### config.mk
export PLATFORM = sky130hd
export DESIGN_NAME = vdei_top
export DESIGN_NICKNAME = d
export VERILOG_FILES = /design/src/include/vdei_pkg.sv /design/src/hdl/vdei_top.sv /design/src/hdl/vdei_change_det.sv /design/src/hdl/vdei_flag_bank.sv
export SDC_FILE = /design/constraint.sdc
export NUM_CORES = 1
export LEC_CHECK = 0
export BUFFER_PORTS_ARGS = -buffer_cell sky130_fd_sc_hd__buf_4
export CAP_MARGIN = 30
export CORE_MARGIN = 5
export CORE_UTILIZATION = 37
export CTS_BUF_LIST = sky130_fd_sc_hd__clkbuf_8
export DETAILED_ROUTE_END_ITERATION = 7
export GPL_TIMING_DRIVEN = 0
export PLACE_DENSITY = 0.66
export SLEW_MARGIN = 20
export SYNTH_ARGS = -nofsm -noshare
export SYNTH_HDL_FRONTEND = slang
export SYNTH_SLANG_ARGS = --single-unit
### constraint.sdc
create_clock -name clk -period 1.24 [get_ports clk]
set_clock_uncertainty 0.05 [all_clocks]
set_input_delay 0.248 -clock clk [delete_from_list [all_inputs] [get_ports clk]]
set_output_delay 0.248 -clock clk [all_outputs]
set_load 0.05 [all_outputs]
### src/include/vdei_pkg.sv
/*
  constants for the video decoder event interrupt block: status register
  indices, flag positions within the flat 32-bit vector, reset values.
  assumes a single 50 MHz core clock and synchronous active-low reset.
*/
// Functional notes
// - interrupt pin is open drain, pulled low while an interrupt is pending.
// - every flag has an enable of its own.
// - all enables are cleared by reset.
// - power fail during operation sets a flag; host must reprogram.
// - interlace versus progressive source change sets a flag.
// - horizontal pll lock change in either direction sets a flag.
// - vertical lock change in either direction sets a flag.
// - field rate change between 50 and 60 Hz sets a flag.
// - capture readiness change sets a flag.
// - two colour standard flags raised on standard change or colour loss.
// - three copy protection flags, each raised when its level changes.
// - slicer flags for service, widescreen and caption id found or lost.
// - scaler output formatting error sets a flag.
// - status reads return live conditions, not a frozen snapshot.
// - flags are grouped into four 8-bit status registers.
// - a flag clears only on a read of its own status register.
// - a trigger in the same cycle as the clearing read wins.
package vdei_pkg;
  localparam int         VDEI_NREG      = 4;
  localparam int         VDEI_W         = 8;
  localparam int         VDEI_NFLAG     = VDEI_NREG * VDEI_W;
  localparam logic [1:0] VDEI_REG_POWER = 2'h0;
  localparam logic [1:0] VDEI_REG_DEC   = 2'h1;
  localparam logic [1:0] VDEI_REG_COPY  = 2'h2;
  localparam logic [1:0] VDEI_REG_SLICE = 2'h3;
  // flag positions within the flat 32-bit vector (byte*8 + bit)
  localparam int VDEI_B_POWER    = 0;
  localparam int VDEI_B_SCALER   = 1;
  localparam int VDEI_B_INTERLACE_CHANGE_FLAG     = 8;
  localparam int VDEI_B_HLOCK    = 9;
  localparam int VDEI_B_VLOCK    = 10;
  localparam int VDEI_B_FIELD    = 11;
  localparam int VDEI_B_CAPRDY   = 12;
  localparam int VDEI_B_COLSTD   = 13;
  localparam int VDEI_B_COPY_A   = 16;
  localparam int VDEI_B_COPY_B   = 17;
  localparam int VDEI_B_COPY_C   = 18;
  localparam int VDEI_B_PSID     = 24;
  localparam int VDEI_B_WSID     = 25;
  localparam int VDEI_B_CCID     = 26;
  localparam logic [VDEI_NFLAG-1:0] VDEI_RST_ZERO = 32'h0000_0000;
  localparam logic [VDEI_NFLAG-1:0] VDEI_USED_MASK = 32'h0707_7F03;
endpackage

### src/hdl/vdei_top.sv
/*
  event interrupt aggregator for the video decoder: detects changes of
  live conditions, keeps four 8-bit sticky status registers cleared by
  reads, gates them with per-flag enables onto an open-drain request pin.
  assumes all inputs synchronous to clk and the host read strobe to be a
  one-cycle pulse with a 2-bit register select.
*/
`timescale 1ns/100ps
module vdei_top
  import vdei_pkg::*;
(
  input  wire logic                  clk,
  input  wire logic                  rst_n,
  // event sources
  input  wire logic                  power_fail_evt,
  input  wire logic                  scaler_err_evt,
  input  wire logic                  interlaced,
  input  wire logic                  hpll_locked,
  input  wire logic                  vlocked,
  input  wire logic                  field_60hz,
  input  wire logic                  capture_ready,
  input  wire logic [1:0]            colour_std,
  input  wire logic                  copy_prot_a,
  input  wire logic                  copy_prot_b,
  input  wire logic                  copy_prot_c,
  input  wire logic                  prog_service_id,
  input  wire logic                  widescreen_id,
  input  wire logic                  caption_id,
  // host side
  input  wire logic [VDEI_NFLAG-1:0] flag_enable_in,
  input  wire logic                  enable_wr,
  input  wire logic                  status_rd,
  input  wire logic [1:0]            status_sel,
  output logic      [VDEI_W-1:0]     status_data,
  output logic      [VDEI_NFLAG-1:0] flag_enable,
  output logic      [VDEI_NFLAG-1:0] pending_flags,
  output logic      [VDEI_W-1:0]     live_status,
  // open-drain request pin: output value and enable
  output logic                       irq_n_o,
  output logic                       irq_n_oe
);
  logic [VDEI_NFLAG-1:0] enable_reg;
  logic [VDEI_NFLAG-1:0] set_vec;
  logic [VDEI_NFLAG-1:0] flags;
  logic [VDEI_W-1:0]     status_data_reg;
  logic [VDEI_W-1:0]     live_reg;
  logic [10:0]           lvl;
  logic [10:0]           chg;
  logic                  irq_reg;
  logic [VDEI_W-1:0]     sel_byte;

  function automatic logic [VDEI_W-1:0] vdei_byte(
    input logic [VDEI_NFLAG-1:0] v,
    input logic [1:0]            sel
  );
    vdei_byte = v[sel*VDEI_W +: VDEI_W];
  endfunction

  // live levels that flag on any change in either direction
  assign lvl = {caption_id, widescreen_id, prog_service_id,
                copy_prot_c, copy_prot_b, copy_prot_a,
                colour_std, capture_ready, field_60hz, vlocked};

  logic hchg;
  logic ichg;

  vdei_change_det #(.W(11)) u_chg (
    .clk     (clk),
    .rst_n   (rst_n),
    .level   (lvl),
    .changed (chg)
  );

  vdei_change_det #(.W(2)) u_chg2 (
    .clk     (clk),
    .rst_n   (rst_n),
    .level   ({hpll_locked, interlaced}),
    .changed ({hchg, ichg})
  );

  always_comb begin
    set_vec                  = VDEI_RST_ZERO;
    set_vec[VDEI_B_POWER]    = power_fail_evt;
    set_vec[VDEI_B_SCALER]   = scaler_err_evt;
    set_vec[VDEI_B_INTERLACE_CHANGE_FLAG]     = ichg;
    set_vec[VDEI_B_HLOCK]    = hchg;
    set_vec[VDEI_B_VLOCK]    = chg[0];
    set_vec[VDEI_B_FIELD]    = chg[1];
    set_vec[VDEI_B_CAPRDY]   = chg[2];
    set_vec[VDEI_B_COLSTD]   = chg[3];
    set_vec[VDEI_B_COLSTD+1] = chg[4];
    set_vec[VDEI_B_COPY_A]   = chg[5];
    set_vec[VDEI_B_COPY_B]   = chg[6];
    set_vec[VDEI_B_COPY_C]   = chg[7];
    set_vec[VDEI_B_PSID]     = chg[8];
    set_vec[VDEI_B_WSID]     = chg[9];
    set_vec[VDEI_B_CCID]     = chg[10];
  end

  // four 8-bit banks, each cleared only by a read of itself
  genvar g;
  generate
    for (g = 0; g < VDEI_NREG; g++) begin : g_bank
      vdei_flag_bank u_bank (
        .clk    (clk),
        .rst_n  (rst_n),
        .set    (set_vec[g*VDEI_W +: VDEI_W]),
        .rd_clr (status_rd && status_sel == 2'(g)),
        .flags  (flags[g*VDEI_W +: VDEI_W])
      );
    end
  endgenerate

  // enables, all clear after reset
  always_ff @(posedge clk) begin
    if (!rst_n) begin
      enable_reg <= VDEI_RST_ZERO;
    end else if (enable_wr) begin
      enable_reg <= flag_enable_in & VDEI_USED_MASK;
    end
  end

  // read data: the flags as they stand now, no capture at irq time
  always_ff @(posedge clk) begin
    if (!rst_n) begin
      status_data_reg <= '0;
    end else if (status_rd) begin
      status_data_reg <= vdei_byte(flags, status_sel);
    end
  end

  // live conditions byte, lets the host see the present state
  always_ff @(posedge clk) begin
    if (!rst_n) begin
      live_reg <= '0;
    end else begin
      live_reg <= {1'b0, colour_std, capture_ready, field_60hz,
                   vlocked, hpll_locked, interlaced};
    end
  end

  // any enabled pending flag requests service
  always_ff @(posedge clk) begin
    if (!rst_n) begin
      irq_reg <= 1'b0;
    end else begin
      irq_reg <= |(flags & enable_reg);
    end
  end

  // pin only ever pulls low; released means not driven
  assign irq_n_o       = 1'b0;
  assign irq_n_oe      = irq_reg;
  assign status_data   = status_data_reg;
  assign flag_enable   = enable_reg;
  assign pending_flags = flags;
  assign live_status   = live_reg;
  // selected byte as it stands now, watched by the read assertion
  assign sel_byte      = vdei_byte(flags, status_sel);

  a_irq_follows: assert property (@(posedge clk) disable iff (!rst_n)
    (|(flags & enable_reg)) |=> irq_n_oe)
    else $error("irq not asserted for enabled flag");
  a_irq_release: assert property (@(posedge clk) disable iff (!rst_n)
    !(|(flags & enable_reg)) |=> !irq_n_oe)
    else $error("irq held with no enabled flag");
  a_open_drain: assert property (@(posedge clk) disable iff (!rst_n)
    irq_n_o == 1'b0)
    else $error("open drain drives high");
  a_reset_enable: assert property (@(posedge clk)
    !rst_n |=> (enable_reg == '0))
    else $error("enable not cleared by reset");
  a_hlock_set: assert property (@(posedge clk) disable iff (!rst_n)
    hchg |=> flags[VDEI_B_HLOCK])
    else $error("hpll change not flagged");
  a_power_set: assert property (@(posedge clk) disable iff (!rst_n)
    power_fail_evt |=> flags[VDEI_B_POWER])
    else $error("power fail not flagged");
  a_other_read: assert property (@(posedge clk) disable iff (!rst_n)
    (flags[VDEI_B_INTERLACE_CHANGE_FLAG] && status_rd && status_sel != VDEI_REG_DEC)
      |=> flags[VDEI_B_INTERLACE_CHANGE_FLAG])
    else $error("other read cleared flag");
  a_read_live: assert property (@(posedge clk) disable iff (!rst_n)
    status_rd |=> status_data == $past(sel_byte))
    else $error("status read not live");

  c_irq_raise: cover property (@(posedge clk) disable iff (!rst_n)
    $rose(irq_n_oe));
  c_set_on_read: cover property (@(posedge clk) disable iff (!rst_n)
    status_rd && status_sel == VDEI_REG_COPY && set_vec[VDEI_B_COPY_A]);
  c_slice_clear: cover property (@(posedge clk) disable iff (!rst_n)
    flags[VDEI_B_CCID] && status_rd && status_sel == VDEI_REG_SLICE);
  c_power_irq: cover property (@(posedge clk) disable iff (!rst_n)
    flags[VDEI_B_POWER] && enable_reg[VDEI_B_POWER] && irq_n_oe);
endmodule

### src/hdl/vdei_change_det.sv
/*
  change detector: one-cycle pulse when a live level differs from last cycle.
  assumes inputs synchronous to clk; first cycle after reset gives no pulse.
*/
`timescale 1ns/100ps
module vdei_change_det #(
  parameter int W = 1
) (
  input  wire logic         clk,
  input  wire logic         rst_n,
  input  wire logic [W-1:0] level,
  output logic      [W-1:0] changed
);
  logic [W-1:0] prev_reg;
  logic         armed_reg;

  // arming avoids a spurious edge against the reset value of prev_reg
  always_ff @(posedge clk) begin
    if (!rst_n) begin
      prev_reg  <= '0;
      armed_reg <= 1'b0;
    end else begin
      prev_reg  <= level;
      armed_reg <= 1'b1;
    end
  end

  assign changed = armed_reg ? (level ^ prev_reg) : '0;
endmodule

### src/hdl/vdei_flag_bank.sv
/*
  one 8-bit bank of sticky event flags with read-to-clear.
  assumes rd_clr is a one-cycle pulse for a read of this status register.
*/
`timescale 1ns/100ps
module vdei_flag_bank
  import vdei_pkg::*;
(
  input  wire logic              clk,
  input  wire logic              rst_n,
  input  wire logic [VDEI_W-1:0] set,
  input  wire logic              rd_clr,
  output logic      [VDEI_W-1:0] flags
);
  logic [VDEI_W-1:0] flags_reg;
  logic [VDEI_W-1:0] flags_next;

  always_comb begin
    // set wins over the clearing read
    flags_next = (rd_clr ? '0 : flags_reg) | set;
  end

  always_ff @(posedge clk) begin
    if (!rst_n) begin
      flags_reg <= '0;
    end else begin
      flags_reg <= flags_next;
    end
  end

  assign flags = flags_reg;

  a_set_wins: assert property (@(posedge clk) disable iff (!rst_n)
    (set != '0) |=> ((flags_reg & $past(set)) == $past(set)))
    else $error("flag set lost");
  a_clear_read: assert property (@(posedge clk) disable iff (!rst_n)
    (rd_clr && set == '0) |=> (flags_reg == '0))
    else $error("read did not clear bank");
  a_hold_no_read: assert property (@(posedge clk) disable iff (!rst_n)
    (!rd_clr) |=> ((flags_reg & $past(flags_reg)) == $past(flags_reg)))
    else $error("flag dropped without read");
endmodule

==> results of run 1 <==
cell families after synthesis:
| family | Yosys count |
|---|---|
| xor+xnor | 13 |
| simple gates | 66 |
| other cells | 1 |
| flops | 52 |
| buf+inv | 53 |
| compound gates | 29 |
| mux | 18 |
cell type report:
cell class	instances	area, µm²	area share, %
Timing Repair Buffer	77	642	19.1
Tap cell	77	96.3	2.87
Clock buffer	5	68.8	2.05
Multi-Input combinational cell	163	1070	32.0
Buffer	51	364	10.9
Clock inverter	3	42.5	1.27
Sequential cell	52	1070	31.8
cells in the mapped netlist:
cell type | n | share of area [%]
dfxtp_1 | 52 | 44
xor2_1 | 13 | 4.8
a222oi_1 | 1 | 0.42
conb_1 | 1 | 0.16
nand3b_1 | 5 | 1.6
buf_1 | 1 | 0.16
and2_1 | 13 | 3.5
buf_2 | 2 | 0.42
a31oi_1 | 1 | 0.27
and3b_1 | 1 | 0.37
a22oi_1 | 19 | 6.1
clkbuf_1 | 5 | 0.80
o21a_1 | 1 | 0.32
nor2b_1 | 38 | 10
mux2i_1 | 15 | 6.4
buf_6 | 2 | 0.96
mux4_2 | 2 | 1.9
o21ai_0 | 1 | 0.21
nand4_1 | 1 | 0.27
mux2_2 | 1 | 0.48
nand3_1 | 4 | 0.85
buf_4 | 43 | 14
nand2_1 | 3 | 0.48
a21oi_1 | 6 | 1.3
or3b_1 | 1 | 0.37
through the flow:
step	cells	power (mW)	util, %
finish	428	4.27	53.4
global route	428	4.47	53.4
CTS	430	4.29	53.0
detailed placement	422	3.12	50.6
global placement	422	3.11	50.6
floorplan	268	2.80	-
layout by cell type (no fill, tap or decap), types with 2 or more instances in the layout:
cell type,instances
mux4_2,2
xor2_1,13
buf_4,103
nand3b_1,5
a21oi_1,6
clkbuf_8,5
a22oi_1,19
conb_1,37
dfxtp_2,21
clkbuf_1,5
buf_8,2
dfxtp_1,31
nand2_1,3
buf_6,15
buf_2,2
mux2i_1,15
and2_1,13
nor2b_1,38
nand3_1,4
worst paths after layout:
path,cells after the start,endpoint,slack (ns),start
max,1,flag_enable[26],0.03,flag_enable[26]
min,1,u_chg2.armed_reg,0.06,rst_n
max reg2reg,3,irq_n_oe,0.07,g_bank[1].u_bank.flags[4]
min reg2reg,2,status_data[1],0.43,status_data[1]
repair_timing:
| item | in CTS | in global routing |
|---|---|---|
| pin swaps | 0 | 2 |
| setup endpoints to repair | 11 | 22 |
| resized for setup | 15 | 15 |
| endpoints found under the hold margin | 0 | 0 |
metal layers:
layer / up-vias / global-route usage (%) / part of all wire, %
li1: 938 / - / -
met1: 827 / 17.5 / 43
met2: 80 / 23.0 / 46
met3: 4 / 6.93 / 9.6
met4: 0 / 3.27 / 0.90
met5: - / 0 / 0
power by group through the flow:
stage	clock network, mW	registers [mW]	logic (mW)
after floorplan	0	2.18	0.618
after global placement	0	1.92	1.19
after detailed placement	0	1.92	1.20
after CTS	1.19	1.89	1.22
after global routing	1.27	1.91	1.30
final	1.15	1.89	1.22
==> results.md, run 1 <==
* Nets at 403
* Req. time, crit path at 0.94 ns
* Iter 0 DRT Violations at 71
* Int Pwr at 2.83 mW
* Cell family with most CP delay: flip-flops
* Max stage delay on crit path at 0.39 ns
* Final hold vios at 0
* Setup WS pre-CTS at -0.0143 ns
* Final Cell Area at 0.00335 mm²
* Core ar. at 0.00628 mm²
* Mapped Area at 0.00236 mm²
* Die H at 89.8 µm
* Cell Rows at 29
* Largest net degree at the start of global routing at 17
* Final Max Tran Viols at 0
* Max-cap violations at 0
* Seq pwr share at 44.3%
* Total grt overflow at 0
* Simple-Gate Fraction of Synth Area at 17.5%
* Syn Inst Count at 232
* Post-synthesis xor/xnor area fraction at 4.83%
* Synthesized flop and latch total at 52
* Max Clock Freq at 828 MHz
* Adder-Cell Fraction of Synth Area at 0%
* CTS tree: done
* Hold slack at 0.0575 ns
* Period Utilization, post-route at 97.4%
* Max rail drop VDD at 897 µV
* Buffer depth of the longest clock path at 2
* Die area at 0.00806 mm²
* Via density at 4.32
* Crit path buffers/inverters at 1
* Setup CP Type: flip-flop to output port
* Yosys cell types at 25
* Share of layout cells above drive strength 1 at 44.2%
* Largest family of logic cells by synthesized area: simple AND/OR/NAND/NOR gates
* Worst hold path type: input port to flip-flop
* Sequential area share after synthesis at 44.2%
* CP arrival at 0.91 ns
* Critical path's slowest cell: dfxtp_1
* Root Buffer: clkbuf_8
* Number of remaining DRC errors at 0
* Final setup TNS at 0 ns
* Sw Ratio at 33.8%
* CP max FO at 3
* Clock power share at 27.0%
* Mux contribution to synthesized area at 8.76%
* First-pass detailed-route iteration total at 4
* Starting density of the core at 37.5%
* CTS buffer count at 5
* Synth Area per Inst at 10.2 µm²
* Complex-gate fraction of the synthesized area at 8.55%
* Antenna diode count at 0
* Psw at 1.44 mW
* RSZ-0062 raised after global routing: true
* Post-CTS setup buffers at 0
* I/O pin total at 135
* H-tree lvl count at 2
* CTS Hold Buffers Added at 0
* Clock-pin slew on the worst setup and hold paths at 0.09 ns
* Outcome: complete, no violations
* Crit end category: output port
* Startpoint types: flip-flop
* Final min period at 1.21 ns
* Comb pwr share at 28.6%
* Crit-path cells: buf_4
* Routed wire length at 5910 µm
* Via count at 1849
* Sink Count at 52
* GRT Overall Usage at 14.4%
* Final GP Congestion at 0.747
* Fill count at 584
* Worst-Skew Late Latency at 0.30 ns
* Setup Viol. Count Final at 0
* Initial antenna violation count at 0
* Ys Warns at 0
* Final ANT Viol Nets at 0
* Leak at 1.64 nW
* Power Density at 1270 mW/mm²
* Wire length per cell at 13.8 µm
* HPWL Detailed at 4760 µm
* Placed inst area at 0.00318 mm²
* Die width at 89.8 µm
* Vias in the first global route at 1927
* First-pass GRT wire length at 9570 µm
* Final worst slack at 0.0328 ns
* Area added between synthesis and finish at 42.3%
* Port-buffer cells at 77
Note: power is estimated with default switching activity, not from simulation.
==> run 2: changes to the inputs <==
--- a/config.mk
+++ b/config.mk
@@ -5,7 +5,7 @@
 export SDC_FILE = /design/constraint.sdc
 export NUM_CORES = 1
 export LEC_CHECK = 0
-export BUFFER_PORTS_ARGS = -buffer_cell sky130_fd_sc_hd__buf_4
+export BUFFER_PORTS_ARGS = -buffer_cell sky130_fd_sc_hd__buf_2
 export CAP_MARGIN = 30
 export CORE_MARGIN = 5
 export CORE_UTILIZATION = 37
==> run 2 against run 1 <==
  * Sequential power about the same
  * Core utilization decreased by 1.5 points
  * Via count is 0.81% higher
  * First-iteration DRC count rose by 31%
  * Sequential share of layout area up 0.88 points
  * Routed wire length decreased by 0.22%
  * Combinational power about the same
  * Global-route usage grew 0.24 points
  * Design area is 2.8% lower
  * Critical path depth is the same
  * Fmax shrank 0.11%
  * Worst setup slack lost 0.0013 ns
  * Largest cell class unchanged
  * Largest power group unchanged
==> results.md, run 2 (synthesis results as in run 1) <==
* CTS buffer count at 5 (unchanged)
* Cell Rows at 29 (unchanged)
* Final Cell Area at 0.00326 mm² (was 0.00335 mm²)
* Commonest non-fill, non-tap cell in the layout: buf_4 (unchanged)
* Period Utilization, post-route at 97.5% (was 97.4%)
* Final worst slack at 0.0314 ns (was 0.0328 ns)
* Cell family with most CP delay: flip-flops (unchanged)
* Die width at 89.8 µm (unchanged)
* Placed inst area at 0.00298 mm² (was 0.00318 mm²)
* Crit end category: output port (unchanged)
* Layout Cells excl Fill at 430 (was 428)
* Port-buffer cells at 77 (unchanged)
* Worst Hold Path Cells at 1 (unchanged)
* Setup CP Type: flip-flop to output port (unchanged)
* Area added between synthesis and finish at 38.3% (was 42.3%)
* Hold slack at 0.0987 ns (was 0.0575 ns)
* Initial antenna violation count at 0 (unchanged)
* Worst Hold Launch: rst_n (unchanged)
* Vias in the first global route at 1919 (was 1927)
* Routed wire length at 5900 µm (was 5910 µm)
* Final Max Tran Viols at 0 (unchanged)
* Final GP Congestion at 0.734 (was 0.747)
* Final min period at 1.21 ns (about the same)
* I/O pin total at 135 (unchanged)
* Fill count at 604 (was 584)
* Cells after DPL at 422 (unchanged)
* Final core occ at 51.9% (was 53.4%)
* Setup WS pre-CTS at -0.000977 ns (was -0.0143 ns)
* Die H at 89.8 µm (unchanged)
* Buffer depth of the longest clock path at 2 (unchanged)
* Worst hold path type: input port to flip-flop (unchanged)
* Wire length per cell at 13.7 µm (was 13.8 µm)
* Max stage delay on crit path at 0.34 ns (was 0.39 ns)
* CP max FO at 2 (was 3)
* Worst-Skew Late Latency at 0.30 ns (about the same)
* Leak at 1.62 nW (was 1.64 nW)
* First-pass GRT wire length at 9650 µm (was 9570 µm)
* Number of remaining DRC errors at 0 (unchanged)
* Nets at 405 (was 403)
* Power Density at 1290 mW/mm² (was 1270 mW/mm²)
* Hold endpoint: u_chg2.armed_reg (unchanged)
* Core ar. at 0.00628 mm² (unchanged)
* Share of layout cells above drive strength 1 at 43.9% (was 44.2%)
* CP arrival at 0.91 ns (about the same)
* RR Endpoint: irq_n_oe (unchanged)
* Startpoint types: flip-flop (unchanged)
* Worst R2R Start: flag_enable[12] (was g_bank[1].u_bank.flags[4])
* Outcome: complete, no violations (unchanged)
* Crit path buffers/inverters at 1 (unchanged)
* Via count at 1864 (was 1849)
* Largest net degree at the start of global routing at 16 (was 17)
* Reg-to-reg setup timing slack at 0.09 ns (was 0.07 ns)
* GRT Overall Usage at 14.6% (was 14.4%)
* First-pass detailed-route iteration total at 4 (unchanged)
* CTS tree: done (unchanged)
* Iter 0 DRT Violations at 93 (was 71)
* Max rail drop VDD at 809 µV (was 897 µV)
* Via density at 4.33 (was 4.32)
* Total grt overflow at 0 (unchanged)
* HPWL Detailed at 4700 µm (was 4760 µm)
* Critical path's slowest cell: dfxtp_1 (unchanged)
* Starting density of the core at 37.5% (unchanged)
* Root Buffer: clkbuf_8 (unchanged)
* Max-cap violations at 0 (unchanged)
* Final hold vios at 0 (unchanged)
* Crit-path cells: buf_2 (was buf_4)
* Commonest non-fill, non-tap cells in the layout: buf_4 (63), buf_2 (39), nor2b_1 (38), conb_1 (37), dfxtp_1 (32) (was buf_4 (103), nor2b_1 (38), conb_1 (37), dfxtp_1 (31), dfxtp_2 (21))
* Max Clock Freq at 827 MHz (was 828 MHz)
* Post-CTS setup buffers at 0 (unchanged)
* Sink Count at 52 (unchanged)
* CTS Hold Buffers Added at 0 (unchanged)
* R2R depth at 3 (unchanged)
* RSZ-0062 raised after global routing: true (unchanged)
* Die area at 0.00806 mm² (unchanged)
* H-tree lvl count at 2 (unchanged)
* Req. time, crit path at 0.94 ns (about the same)
* Antenna diode count at 0 (unchanged)
* Clock-pin slew on the worst setup and hold paths at 0.09 ns (about the same)
* Setup Viol. Count Final at 0 (unchanged)
* Final ANT Viol Nets at 0 (unchanged)
==> run 2: changes by cell type in the layout (fill, tap and decap cells not counted), sizes merged <==
cell,before,now
buf,122,118
clkbuf,11,17
inv,0,1
clkinvlp,1,0
==> run 2: report_power, final <==
group	switching [mW]	internal, mW	total, mW
registers	0.101	1.79	1.89
clock network	0.536	0.591	1.13
logic	0.784	0.407	1.19
==> run 2: metal layers <==
layer | track usage, % | wire length (µm)
met1 | 17.5 | 2430
met2 | 23.5 | 2710
met3 | 6.26 | 666
met4 | 4.91 | 97
met5 | 0 | 0
==> run 2: final cells by class <==
class | instances | area (µm²) | share of cell area (%)
Multi-Input combinational cell | 163 | 1070 | 32.9
Sequential cell | 52 | 1070 | 32.7
Timing Repair Buffer | 77 | 538 | 16.5
Buffer | 53 | 379 | 11.6
Tap cell | 77 | 96.3 | 2.96
Clock buffer | 5 | 68.8 | 2.11
Clock inverter | 3 | 38.8 | 1.19
==> run 2: stage by stage <==
stage / TNS [ns] / power, mW
CTS: 0 / 4.22
floorplan: -0.00870 / 2.80
detailed placement: -0.000977 / 3.04
finish: 0 / 4.21
global placement: 0 / 3.03
global route: -0.0276 / 4.39
==> run 2: what timing repair did <==
item	in CTS	in global routing
endpoints found under the setup margin	34	28
pin swaps	0	2
gates resized for setup	47	19
==> run 2: worst max-delay path by stage <==
| stage | from | to | slack (ns) | depth (start not counted) |
|---|---|---|---|---|
| 6_report | status_data[4] | status_data[4] | 0.03 | 1 |
| 5_1_grt | flag_enable[12] | irq_n_oe | -0.02 | 3 |
| 4_1_cts | g_bank[0].u_bank.flags[0] | pending_flags[0] | 0.0004 | 1 |
| 3_5_place_dp | status_sel[1] | g_bank[1].u_bank.flags[0] | -0.001 | 4 |
| 3_3_place_gp | status_sel[1] | g_bank[1].u_bank.flags[0] | 0.02 | 4 |
| 2_1_floorplan | flag_enable[12] | irq_n_oe | -0.009 | 3 |
